<file path="src/core/lpwm_pkg.sv">
package lpwm_pkg;

    // Clock rates in hertz
    localparam int HCLK_HZ     = 20_000_000;
    localparam int OSC_HZ      = 10_000_000;
    localparam int SYS_HZ      = 5_000_000;
    // Enable spacing in hclk cycles for the 10 MHz and 5 MHz rates
    localparam int OSC_DIV     = HCLK_HZ / OSC_HZ;
    localparam int SYS_DIV     = HCLK_HZ / SYS_HZ;
    // Input duty timeout, in milliseconds and in 10 MHz ticks
    localparam int DUTY_TMO_MS    = 24;
    localparam int DUTY_TMO_TICKS = OSC_HZ / 1000 * DUTY_TMO_MS;

    // Widths
    localparam int CNT_W  = 14;  // Generator counter, up to 8192 steps
    localparam int MEAS_W = 18;  // Input period counter, 10 MHz ticks
    localparam int VS_W   = 22;  // Frame period counter, hclk cycles
    localparam int LIM_W  = 26;  // Prescaler times frame period
    localparam int ACC_W  = 27;  // Frequency synthesiser accumulator
    localparam int CTRL_W = 17;
    localparam int SYNC_W = 22;

    // Register byte offsets
    localparam logic [7:0] OFF_CTRL = 8'h00;
    localparam logic [7:0] OFF_BRT  = 8'h04;
    localparam logic [7:0] OFF_SYNC = 8'h08;
    localparam logic [7:0] OFF_DIV  = 8'h0c;
    localparam logic [7:0] OFF_STAT = 8'h10;

    // Control register fields
    localparam int F_BSEL   = 0;   // brightness_source_select, 2 bits
    localparam int F_PMUL   = 2;   // pll_multiplier_select, 2 bits
    localparam int F_FREQ   = 4;   // output_freq_code, 4 bits
    localparam int F_DITH   = 8;   // dither_depth, 3 bits
    localparam int F_STEADY = 11;  // steady_dither_enable
    localparam int F_PLLEN  = 12;  // pll_enable
    localparam int F_VSEN   = 13;  // vsync_source_enable
    localparam int F_PATH   = 14;  // divider_path_select
    localparam int F_RST    = 15;  // vsync_counter_restart
    localparam int F_SLOPE  = 16;  // Brightness slope in progress
    // Sync register fields
    localparam int F_SDIV   = 0;   // slow_feedback_divider, 13 bits
    localparam int F_PRE    = 16;  // sync_prescaler, 4 bits
    localparam int F_RSEL   = 20;  // Range multiplier select, 2 bits
    // Status register fields
    localparam int F_DUTY   = 0;   // Measured input duty, 16 bits
    localparam int F_RES    = 16;  // Resolution in bits, 5 bits
    localparam int F_FILT   = 21;  // External loop filter in use
    localparam int F_LOCK   = 22;  // Frame period measured

    // Reset values
    localparam logic [CTRL_W-1:0] RST_CTRL = 17'h00000;
    localparam logic [15:0]       RST_BRT  = 16'hffff;
    localparam logic [SYNC_W-1:0] RST_SYNC = 22'h010001;
    localparam logic [CNT_W-1:0]  RST_GDIV = 14'h0400;

    // Generator period at 5 MHz, per frequency code (rounded)
    localparam logic [10:0] BASE_DIV [16] = '{
        11'h400, 11'h200, 11'h174, 11'h125, 11'h100, 11'h0f1,
        11'h0e4, 11'h0d8, 11'h0cd, 11'h0c3, 11'h0ba, 11'h0b2,
        11'h0ab, 11'h0a4, 11'h092, 11'h080};
    // Resolution in bits at 5 MHz, per frequency code
    localparam logic [4:0] BASE_RES [16] = '{
        5'h0a, 5'h09, 5'h08, 5'h08, 5'h08, 5'h07, 5'h07, 5'h07,
        5'h07, 5'h07, 5'h07, 5'h07, 5'h07, 5'h07, 5'h07, 5'h07};

    // Brightness source encodings, 00 to 11 in order
    typedef enum logic [1:0] {
        BS_DUTY, BS_PROD, BS_REG, BS_DIRECT
    } lpwm_bsrc_t;

    // Duty measurement state
    typedef struct packed {
        logic              prev;
        logic              busy;
        logic [4:0]        it;
        logic [MEAS_W-1:0] hi;
        logic [MEAS_W-1:0] per;
        logic [MEAS_W-1:0] dvs;
        logic [MEAS_W:0]   rem;
        logic [15:0]       quo;
        logic [15:0]       duty;
        logic              valid;
    } lpwm_meas_t;

    // Top level state
    typedef struct packed {
        logic [1:0]        div;
        logic              pwm_s1, pwm_s2;
        logic              vs_s1, vs_s2, vs_prev;
        logic              io_s1, io_s2;
        logic [CTRL_W-1:0] ctrl;
        logic [15:0]       brt;
        logic [SYNC_W-1:0] syncr;
        logic [CNT_W-1:0]  gdiv;
        logic              wr_pend;
        logic [7:0]        wr_addr;
        logic [31:0]       hrdata;
        logic              rdy;
        logic              resp;
        logic [15:0]       meas;
        logic [VS_W-1:0]   vs_cnt;
        logic [LIM_W-1:0]  vs_lim;
        logic              vs_ok;
        logic [ACC_W-1:0]  acc;
        logic [CNT_W-1:0]  cnt;
        logic [CNT_W-1:0]  thr;
        logic [3:0]        pulse;
        logic              pwm_out;
        logic              filt;
    } lpwm_state_t;

endpackage

</file>
<file path="src/core/lpwm_duty_if.sv">
`timescale 1ns/1ps
// Carries the 10 MHz sample enable and level in, measured duty out
interface lpwm_duty_if;
    logic        en10;   // 10 MHz sample enable
    logic        lvl;    // Synchronised input level
    logic [15:0] duty;   // Measured duty, full scale 16'hffff
    logic        valid;  // One-cycle pulse with a new duty
    modport meas (input en10, input lvl, output duty, output valid);
    modport user (output en10, output lvl, input duty, input valid);
endinterface

</file>
<file path="src/core/lpwm_duty_meas.sv">
`timescale 1ns/1ps
module lpwm_duty_meas
    import lpwm_pkg::*;
#(
    parameter int TMO = lpwm_pkg::DUTY_TMO_TICKS
) (
    // Clock and reset
    input wire logic    hclk,
    input wire logic    hresetn,
    // Sample in, duty out
    lpwm_duty_if.meas   m
);

    lpwm_meas_t q, n;            // State and its next value
    logic [MEAS_W:0] r2;         // Shifted remainder
    logic            qb;         // Quotient bit of this step

    // Refuse a timeout the period counter cannot hold
    if (TMO < 2 || TMO >= 2 ** MEAS_W) begin : g_chk
        $error("lpwm_duty_meas: TMO out of range");
    end

    assign m.duty  = q.duty;
    assign m.valid = q.valid;

    // Period and high time counted on 10 MHz samples, then divided
    always_comb begin
        n       = q;
        n.valid = 1'b0;
        r2      = {q.rem[MEAS_W-1:0], 1'b0};
        qb      = 1'b0;
        if (m.en10) begin
            n.prev = m.lvl;
            if (m.lvl && !q.prev) begin
                // Rising edge closes one full input period
                if (!q.busy && q.per != '0) begin
                    if (q.hi >= q.per) begin
                        n.duty  = 16'hffff;
                        n.valid = 1'b1;
                    end else begin
                        n.busy = 1'b1;
                        n.it   = 5'h10;
                        n.rem  = {1'b0, q.hi};
                        n.dvs  = q.per;
                    end
                end
                n.hi  = MEAS_W'(1);
                n.per = MEAS_W'(1);
            end else if (q.per == MEAS_W'(TMO - 1)) begin
                // No edge for too long: steady level is 0 or full
                n.duty  = m.lvl ? 16'hffff : 16'h0000;
                n.valid = 1'b1;
                n.hi    = '0;
                n.per   = '0;
            end else begin
                n.per = q.per + MEAS_W'(1);
                if (m.lvl) begin
                    n.hi = q.hi + MEAS_W'(1);
                end
            end
        end
        // One restoring division step per cycle, 16 steps
        if (q.busy) begin
            if (r2 >= {1'b0, q.dvs}) begin
                n.rem = r2 - {1'b0, q.dvs};
                qb    = 1'b1;
            end else begin
                n.rem = r2;
            end
            n.quo = {q.quo[14:0], qb};
            n.it  = q.it - 5'h01;
            if (q.it == 5'h01) begin
                n.busy  = 1'b0;
                n.duty  = {q.quo[14:0], qb};
                n.valid = 1'b1;
            end
        end
    end

    // State register
    always_ff @(posedge hclk or negedge hresetn) begin
        if (!hresetn) begin
            q <= '0;
        end else begin
            q <= n;
        end
    end

endmodule

</file>
<file path="src/core/lpwm_top.sv">
`timescale 1ns/1ps
module lpwm_top
    import lpwm_pkg::*;
#(
    parameter int DUTY_TMO = lpwm_pkg::DUTY_TMO_TICKS
) (
    // Clock and reset
    input  wire logic        hclk,
    input  wire logic        hresetn,
    // AHB-Lite slave
    input  wire logic        hsel,
    input  wire logic [31:0] haddr,
    input  wire logic [1:0]  htrans,
    input  wire logic        hwrite,
    input  wire logic [2:0]  hsize,
    input  wire logic [31:0] hwdata,
    input  wire logic        hready,
    output logic             hreadyout,
    output logic             hresp,
    output logic [31:0]      hrdata,
    // Pins
    input  wire logic        pwm_in,
    input  wire logic        vsync,
    input  wire logic        io_supply_enable_pin,
    output logic             pwm_out,
    output logic             external_filter_select
);

    lpwm_state_t q, n;               // State and its next value
    lpwm_duty_if dif ();             // Link to the duty measurement

    logic              en10;         // 10 MHz enable
    logic              en5;          // 5 MHz enable
    logic              vs_rise;      // Frame start
    logic              addr_ok;      // Valid address phase
    logic [31:0]       rd;           // Read data for the data phase
    logic [1:0]        bsel;         // Brightness source
    logic [3:0]        freq;         // Frequency code
    logic [1:0]        mul;          // Effective multiplier code
    logic              pll_en;
    logic              vs_en;
    logic              path;
    logic              sync_md;      // Generator clock from frames
    logic              direct;       // Input passed straight through
    logic [CNT_W-1:0]  per;          // Output period in ticks
    logic              tick;         // Generator clock enable
    logic [1:0]        step;         // Counts per tick
    logic [3:0]        pre_eff;      // Prescaler, zero read as one
    logic [ACC_W-1:0]  acc_n;        // Accumulator plus increment
    logic              dtick;        // Synthesised generator tick
    logic [CNT_W:0]    sum;          // Counter after one tick
    logic [31:0]       prod;         // Duty times brightness word
    logic [15:0]       src;          // Selected brightness
    logic [2:0]        nd;           // Active dither depth
    logic [4:0]        mask;         // Dither index mask
    logic [29:0]       ext;          // Brightness scaled to period
    logic [29:0]       sc;           // Scaled with dither bits kept
    logic [3:0]        frac;         // Dither fraction
    logic [CNT_W-1:0]  thr_new;      // Next pulse width

    // Period of the generator in ticks for a code and multiplier
    function automatic logic [CNT_W-1:0] gen_period(
        input logic [3:0] f,
        input logic [1:0] m
    );
        gen_period = CNT_W'(BASE_DIV[f]) << m;
    endfunction

    // Output resolution in bits; each clock doubling adds one
    function automatic logic [4:0] res_bits(
        input logic [3:0] f,
        input logic [1:0] m
    );
        res_bits = BASE_RES[f] + 5'(m);
    endfunction

    // The two enables need 10 MHz as half of 20 MHz and 5 as half of 10
    if (OSC_DIV != 2 || SYS_DIV != 2 * OSC_DIV) begin : g_chk
        $error("lpwm_top: clock ratios not served");
    end

    // Duty measurement of the input pin
    lpwm_duty_meas #(
        .TMO     (DUTY_TMO)
    ) u_meas (
        .hclk    (hclk),
        .hresetn (hresetn),
        .m       (dif.meas)
    );

    assign dif.en10 = en10;
    assign dif.lvl  = q.pwm_s2;

    // Outputs straight from the state register
    assign hreadyout              = q.rdy;
    assign hresp                  = q.resp;
    assign hrdata                 = q.hrdata;
    assign pwm_out                = q.pwm_out;
    assign external_filter_select = q.filt;

    // Field views of the control and sync registers
    assign bsel    = q.ctrl[F_BSEL+:2];
    assign freq    = q.ctrl[F_FREQ+:4];
    assign pll_en  = q.ctrl[F_PLLEN];
    assign vs_en   = q.ctrl[F_VSEN];
    assign path    = q.ctrl[F_PATH];
    assign direct  = (bsel == BS_DIRECT);
    assign sync_md = pll_en && vs_en && !path;
    assign pre_eff = (q.syncr[F_PRE+:4] == 4'h0) ? 4'h1
                                                 : q.syncr[F_PRE+:4];

    // Clock enables from the hclk divider
    always_comb begin
        en10 = q.div[0];
        en5  = (q.div == 2'(SYS_DIV - 1));
    end

    // Generator clock choice: fixed, multiplied or frame locked
    always_comb begin
        mul  = (pll_en && path) ? q.ctrl[F_PMUL+:2] : 2'h0;
        step = 2'h1;
        // Frequency synthesiser: frame period times prescaler per
        // range multiplier times slow divider ticks
        acc_n = q.acc + (ACC_W'(q.syncr[F_SDIV+:13])
                         << q.syncr[F_RSEL+:2]);
        dtick = 1'b0;
        if (acc_n >= ACC_W'(q.vs_lim)) begin
            acc_n = acc_n - ACC_W'(q.vs_lim);
            dtick = 1'b1;
        end
        if (sync_md) begin
            // Whole timing follows the frame rate
            tick = dtick && q.vs_ok;
            per  = (q.gdiv < CNT_W'(2)) ? CNT_W'(2) : q.gdiv;
        end else begin
            per = gen_period(freq, mul);
            unique case (mul)
                2'h0: tick = en5;
                2'h1: tick = en10;
                2'h2: tick = 1'b1;
                2'h3: begin
                    tick = 1'b1;
                    step = 2'h2;         // Two counts per hclk
                end
            endcase
        end
    end

    // Brightness source and dither scaling of the next pulse
    always_comb begin
        prod = q.meas * q.brt;
        unique case (bsel)
            BS_DUTY:   src = q.meas;
            BS_PROD:   src = prod[31:16];
            BS_REG:    src = q.brt;
            BS_DIRECT: src = q.meas;
        endcase
        // Dither only in slopes unless steady dither enabled
        nd = (q.ctrl[F_DITH+:3] > 3'h4) ? 3'h4 : q.ctrl[F_DITH+:3];
        if (!(q.ctrl[F_STEADY] || q.ctrl[F_SLOPE]) || direct) begin
            nd = 3'h0;
        end
        mask = (5'h01 << nd) - 5'h01;
        ext  = 30'(src) * 30'(per);
        sc   = ext >> (5'h10 - 5'(nd));
        frac = sc[3:0] & mask[3:0];
        // Pulses whose index falls below the fraction get 1 LSB more
        thr_new = CNT_W'(sc >> nd)
                + CNT_W'((q.pulse & mask[3:0]) < frac);
    end

    // Registers, bus, frame tracking and the output counter
    always_comb begin
        n      = q;
        n.div  = q.div + 2'h1;
        n.rdy  = 1'b1;
        n.resp = 1'b0;
        // Two-flop synchronisers for the pins
        n.pwm_s1  = pwm_in;
        n.pwm_s2  = q.pwm_s1;
        n.vs_s1   = vsync;
        n.vs_s2   = q.vs_s1;
        n.vs_prev = q.vs_s2;
        n.io_s1   = io_supply_enable_pin;
        n.io_s2   = q.io_s1;
        vs_rise   = q.vs_s2 && !q.vs_prev;
        // Latest measured duty
        if (dif.valid) begin
            n.meas = dif.duty;
        end
        // Loop filter selection follows the divider path
        n.filt = sync_md;

        // Write data phase lands in the register file
        if (q.wr_pend) begin
            unique case (q.wr_addr)
                OFF_CTRL: n.ctrl  = hwdata[CTRL_W-1:0];
                OFF_BRT:  n.brt   = hwdata[15:0];
                OFF_SYNC: n.syncr = hwdata[SYNC_W-1:0];
                OFF_DIV:  n.gdiv  = hwdata[CNT_W-1:0];
                default:  ; // Unmapped or read-only: ignored
            endcase
        end
        // Address phase; reads see a write in its data phase
        addr_ok   = hsel && htrans[1] && hready;
        n.wr_pend = addr_ok && hwrite && (haddr[31:8] == 24'h000000);
        n.wr_addr = haddr[7:0];
        rd = 32'h00000000;
        unique case (haddr[7:0])
            OFF_CTRL: rd[CTRL_W-1:0] = n.ctrl;
            OFF_BRT:  rd[15:0]       = n.brt;
            OFF_SYNC: rd[SYNC_W-1:0] = n.syncr;
            OFF_DIV:  rd[CNT_W-1:0]  = n.gdiv;
            OFF_STAT: begin
                rd[F_DUTY+:16] = q.meas;
                rd[F_RES+:5]   = res_bits(freq, mul);
                rd[F_FILT]     = q.filt;
                rd[F_LOCK]     = q.vs_ok;
            end
            default: ; // Unmapped reads as zero
        endcase
        if (addr_ok && !hwrite) begin
            n.hrdata = (haddr[31:8] == 24'h000000) ? rd : 32'h00000000;
        end

        // Frame period in hclk cycles, times the prescaler
        if (vs_rise) begin
            n.vs_lim = LIM_W'(pre_eff) * LIM_W'(q.vs_cnt);
            n.vs_ok  = (q.vs_cnt != '0);
            n.vs_cnt = VS_W'(1);
            n.acc    = '0; // Phase aligned to the frame
        end else begin
            if (q.vs_cnt != '1) begin
                n.vs_cnt = q.vs_cnt + VS_W'(1);
            end else begin
                n.vs_ok = 1'b0; // Frames lost
            end
            n.acc = sync_md ? acc_n : '0;
        end

        // Output counter, held idle while the supply enable is low
        sum = (CNT_W + 1)'(q.cnt) + (CNT_W + 1)'(step);
        if (!q.io_s2) begin
            n.cnt     = '0;
            n.pwm_out = 1'b0;
        end else begin
            if (q.ctrl[F_RST] && vs_rise) begin
                // Frame start restarts the period
                n.cnt   = '0;
                n.thr   = thr_new;
                n.pulse = q.pulse + 4'h1;
            end else if (tick) begin
                if (sum >= (CNT_W + 1)'(per)) begin
                    n.cnt   = CNT_W'(sum - (CNT_W + 1)'(per));
                    n.thr   = thr_new;
                    n.pulse = q.pulse + 4'h1;
                end else begin
                    n.cnt = CNT_W'(sum);
                end
            end
            if (direct) begin
                // Input resampled on the generator clock
                if (tick) begin
                    n.pwm_out = q.pwm_s2;
                end
            end else begin
                n.pwm_out = (q.cnt < q.thr);
            end
        end
    end

    // State register
    always_ff @(posedge hclk or negedge hresetn) begin
        if (!hresetn) begin
            q       <= '0;
            q.ctrl  <= RST_CTRL;
            q.brt   <= RST_BRT;
            q.syncr <= RST_SYNC;
            q.gdiv  <= RST_GDIV;
            q.rdy   <= 1'b1;
        end else begin
            q <= n;
        end
    end

endmodule

</file>
<file path="config.mk">
export PLATFORM = sky130hd
export DESIGN_NAME = lpwm_top
export DESIGN_NICKNAME = d
export VERILOG_FILES = /design/src/core/lpwm_pkg.sv /design/src/core/lpwm_duty_if.sv /design/src/core/lpwm_duty_meas.sv /design/src/core/lpwm_top.sv
export SDC_FILE = /design/constraint.sdc
export NUM_CORES = 2
export LEC_CHECK = 0
export BUFFER_PORTS_ARGS = -buffer_cell sky130_fd_sc_hd__buf_4
export CAP_MARGIN = 15
export CORE_MARGIN = 5
export CORE_UTILIZATION = 44
export DETAILED_ROUTE_END_ITERATION = 8
export PLACE_DENSITY = 0.72
export SYNTH_ARGS = -nofsm -noshare
export SYNTH_HDL_FRONTEND = slang
export SYNTH_HIERARCHICAL = 1
export SYNTH_SLANG_ARGS = --single-unit
</file>
<file path="constraint.sdc">
create_clock -name hclk -period 16.5 [get_ports hclk]
set_clock_uncertainty 0.2 [all_clocks]
set_input_delay 3.3 -clock hclk [delete_from_list [all_inputs] [get_ports hclk]]
set_output_delay 3.3 -clock hclk [all_outputs]
set_load 0.05 [all_outputs]
</file>
==> impl_results.md <==
- Setup CP Type: reg -> reg
- Nets: 5781
- Measured slew at the worst slew-check pin: 1.12 ns
- Netlist cell types: 100
- Drt first-iter violations: 3082
- Worst path bufs/invs: 6
- Worst path slowest cell: dfstp_2
- Starting Density: 44.2%
- Post-DRT Antenna Nets: 0
- First-pass GRT wire length: 199000 um
- Gate count of the mapped netlist: 5016
- Fin Setup TNS: 0 ns
- Max incr delay on CP: 0.84 ns
- Clock sinks: 347
- Critical path endpoint category: flip-flop
- CP required: 16.75 ns
- I/O pin cnt: 113
- RSZ-0062 raised after global routing: no
- Most used cell along the critical path: fa_1
- Critical R2R Launch: q[207]
- Top cell type's share of synthesized area: 19.0%
- Status: completed
- Vias per inst: 5.86
- Final Core Density: 47.3%
- Total global routing overflow: 0
- Synth area leaders: dfrtp_1 (19%), fa_1 (19%), ha_1 (11%), inv_1 (5.1%), nand2_1 (4.9%)
- Die width: 324 um
- Post-layout min period: 15.77 ns
- Post-synthesis async set-or-reset flop share: 100%
- Rel. slew slack: 25.2%
- CTS tree: done
- Final Wtd Congestion: 0.950
- Crit path launch type: flip-flop
- Total Routing Usage GR: 23.4%
- Wire per inst: 19.7 um
- WL final: 123000 um
- FP Rows: 115
- Dominant cell type by area after synthesis: dfrtp_1
- Hold Slack: 0.149 ns
- Worst-case clock buffer depth: 3
- Slew Limit Fails: 0
- Post-DP HPWL: 94200 um
- Initial antenna violation count: 2
- Hold Crit Start: n[243]
- Syn_area_per_cell: 8.63 um2
- Root buffer selected by CTS: clkbuf_16
- Seq/Total Area, Yosys: 20.1%
- CTS H-tree lvls: 2
- Share of layout cells above drive strength 1: 9.04%
- P&R area growth vs syn: 7.02%
- Ys flop type: dfrtp_1
- Pre-Repair DR Iteration Count: 8
- Number of global-route vias before repair: 36400
- PortBufs: 87
- Hold Vio Cnt, Final: 0
- Die Y: 324 um
- Die area: 105000 um2
- Later-pin clock latency in the skew report: 0.60 ns
- Hold Path Class: reg -> reg
- Number of synthesized flops with an enable pin: 0
- Core area: 98000 um2
- Fin cells: 6256
- Total CTS buffers: 41
- Max cap viols: 0
- Crit path DAT: 16.02 ns
- CP Max Fanout: 18
- Largest net degree at the start of global routing: 100
- Setup crit start: q[207]
- Synthesized flop and latch total: 347
- Fmax: 0.0634 GHz
- CP top delay family: adder cells
- Synth warn: 6
- Fin crit share: 95.6%
- Dpl cells: 6179
- Synthesized cell area: 43300 um2
- Clock transition at path regs: 0.06 ns
- Vias after detailed routing: 36700
- DRC: 0
- Post-CTS Setup Inserts: 0
- Setup violations, final: 0
final timing paths:
check / cells after the start / slack [ns] / to
min in group asynchronous: 1 / 2.54 / q[107]
min: 0 / 0.15 / dif.lvl
min reg2reg: 0 / 0.15 / dif.lvl
max reg2reg: 53 / 0.73 / q[15]
max in group asynchronous: 3 / 11.27 / q[2]
max: 53 / 0.73 / q[15]
per-stage QoR:
step           instance area (um2)  setup WS, ns
2_1_floorplan                43300          1.78
5_1_grt                      46300        0.0100
4_1_cts                      46300         0.714
6_report                     46300         0.727
3_3_place_gp                 44800         0.930
3_5_place_dp                 44800         0.793
cell type report:
cell class	count	area, um2
Fill cell	9304	51700
Multi-Input combinational cell	3779	31000
Sequential cell	347	8720
Inverter	600	2250
Tap cell	1287	1610
Timing Repair Buffer	166	1250
Clock buffer	56	1180
Clock inverter	20	258
Antenna cell	1	2.50
state kept, by name, summed over array words and instances (netlist names), 2 cells and up:
name	count
hrdata	23
bsel	2
n	4
q	197
u_meas/q	94
freq	4
u_meas/m.duty	16
routing by layer:
metal,part of all wire (%),track usage [%]
met1,43,32.3
met2,45,37.5
met3,8.3,4.25
met4,4.0,8.03
met5,0.011,0
placed cells by master, fill, tap and decap left out, types with 31 or more instances in the layout:
master     count
ha_1         365
a21o_1        56
mux2_2       101
nand2_1      565
or3_1         33
and3_1        43
nor3_1       101
o21a_1        33
buf_4        165
nor4_1        33
and2_1       189
dfrtp_1      322
o31ai_1       31
nand3_1      124
a31oi_1       33
mux2i_1       91
nor2b_1       47
a221oi_1      32
a21oi_1      184
nand2b_1      42
nand4_1       57
fa_1         404
clkbuf_16     43
nor2_1       347
o21ai_0      227
xnor2_1       99
a22oi_1       32
a211oi_1      51
inv_1        588
xor2_1        64
what timing repair did:
| item | in CTS | in global routing |
|---|---|---|
| hold buffers | 0 | 0 |
| resized for setup | 0 | 11 |
| setup endpoints to repair | 0 | 9 |
| hold endpoints to repair | 0 | 0 |
cell families (layout without fill, tap and decap cells):
logic type | count (synthesis) | in the layout | synth area share, %
AOI/OAI and AO/OA | 958 | 958 | 15.0
xor gates and xnor gates | 163 | 163 | 3.30
adders and majority gates | 769 | 769 | 29.2
buffers and inverters | 899 | 842 | 8.42
DFF | 347 | 347 | 20.1
muxes | 201 | 201 | 5.20
other | 2 | 12 | 0.0174
and+or+nand+nor | 1677 | 1677 | 18.7
cells in the mapped netlist, drive strengths merged (54+ instances only):
cell,count
a211oi,54
a21o,56
a21oi,184
and2,191
buf,91
clkbuf,208
dfrtp,328
fa,404
ha,365
inv,590
mux2,101
mux2i,91
nand2,566
nand3,126
nand4,57
nor2,348
nor3,105
o21ai,242
xnor2,99
xor2,64
Power is left out: the tool's default activity adds up to more than one toggle a clock period on the data nets, which glitch-free logic cannot reach.
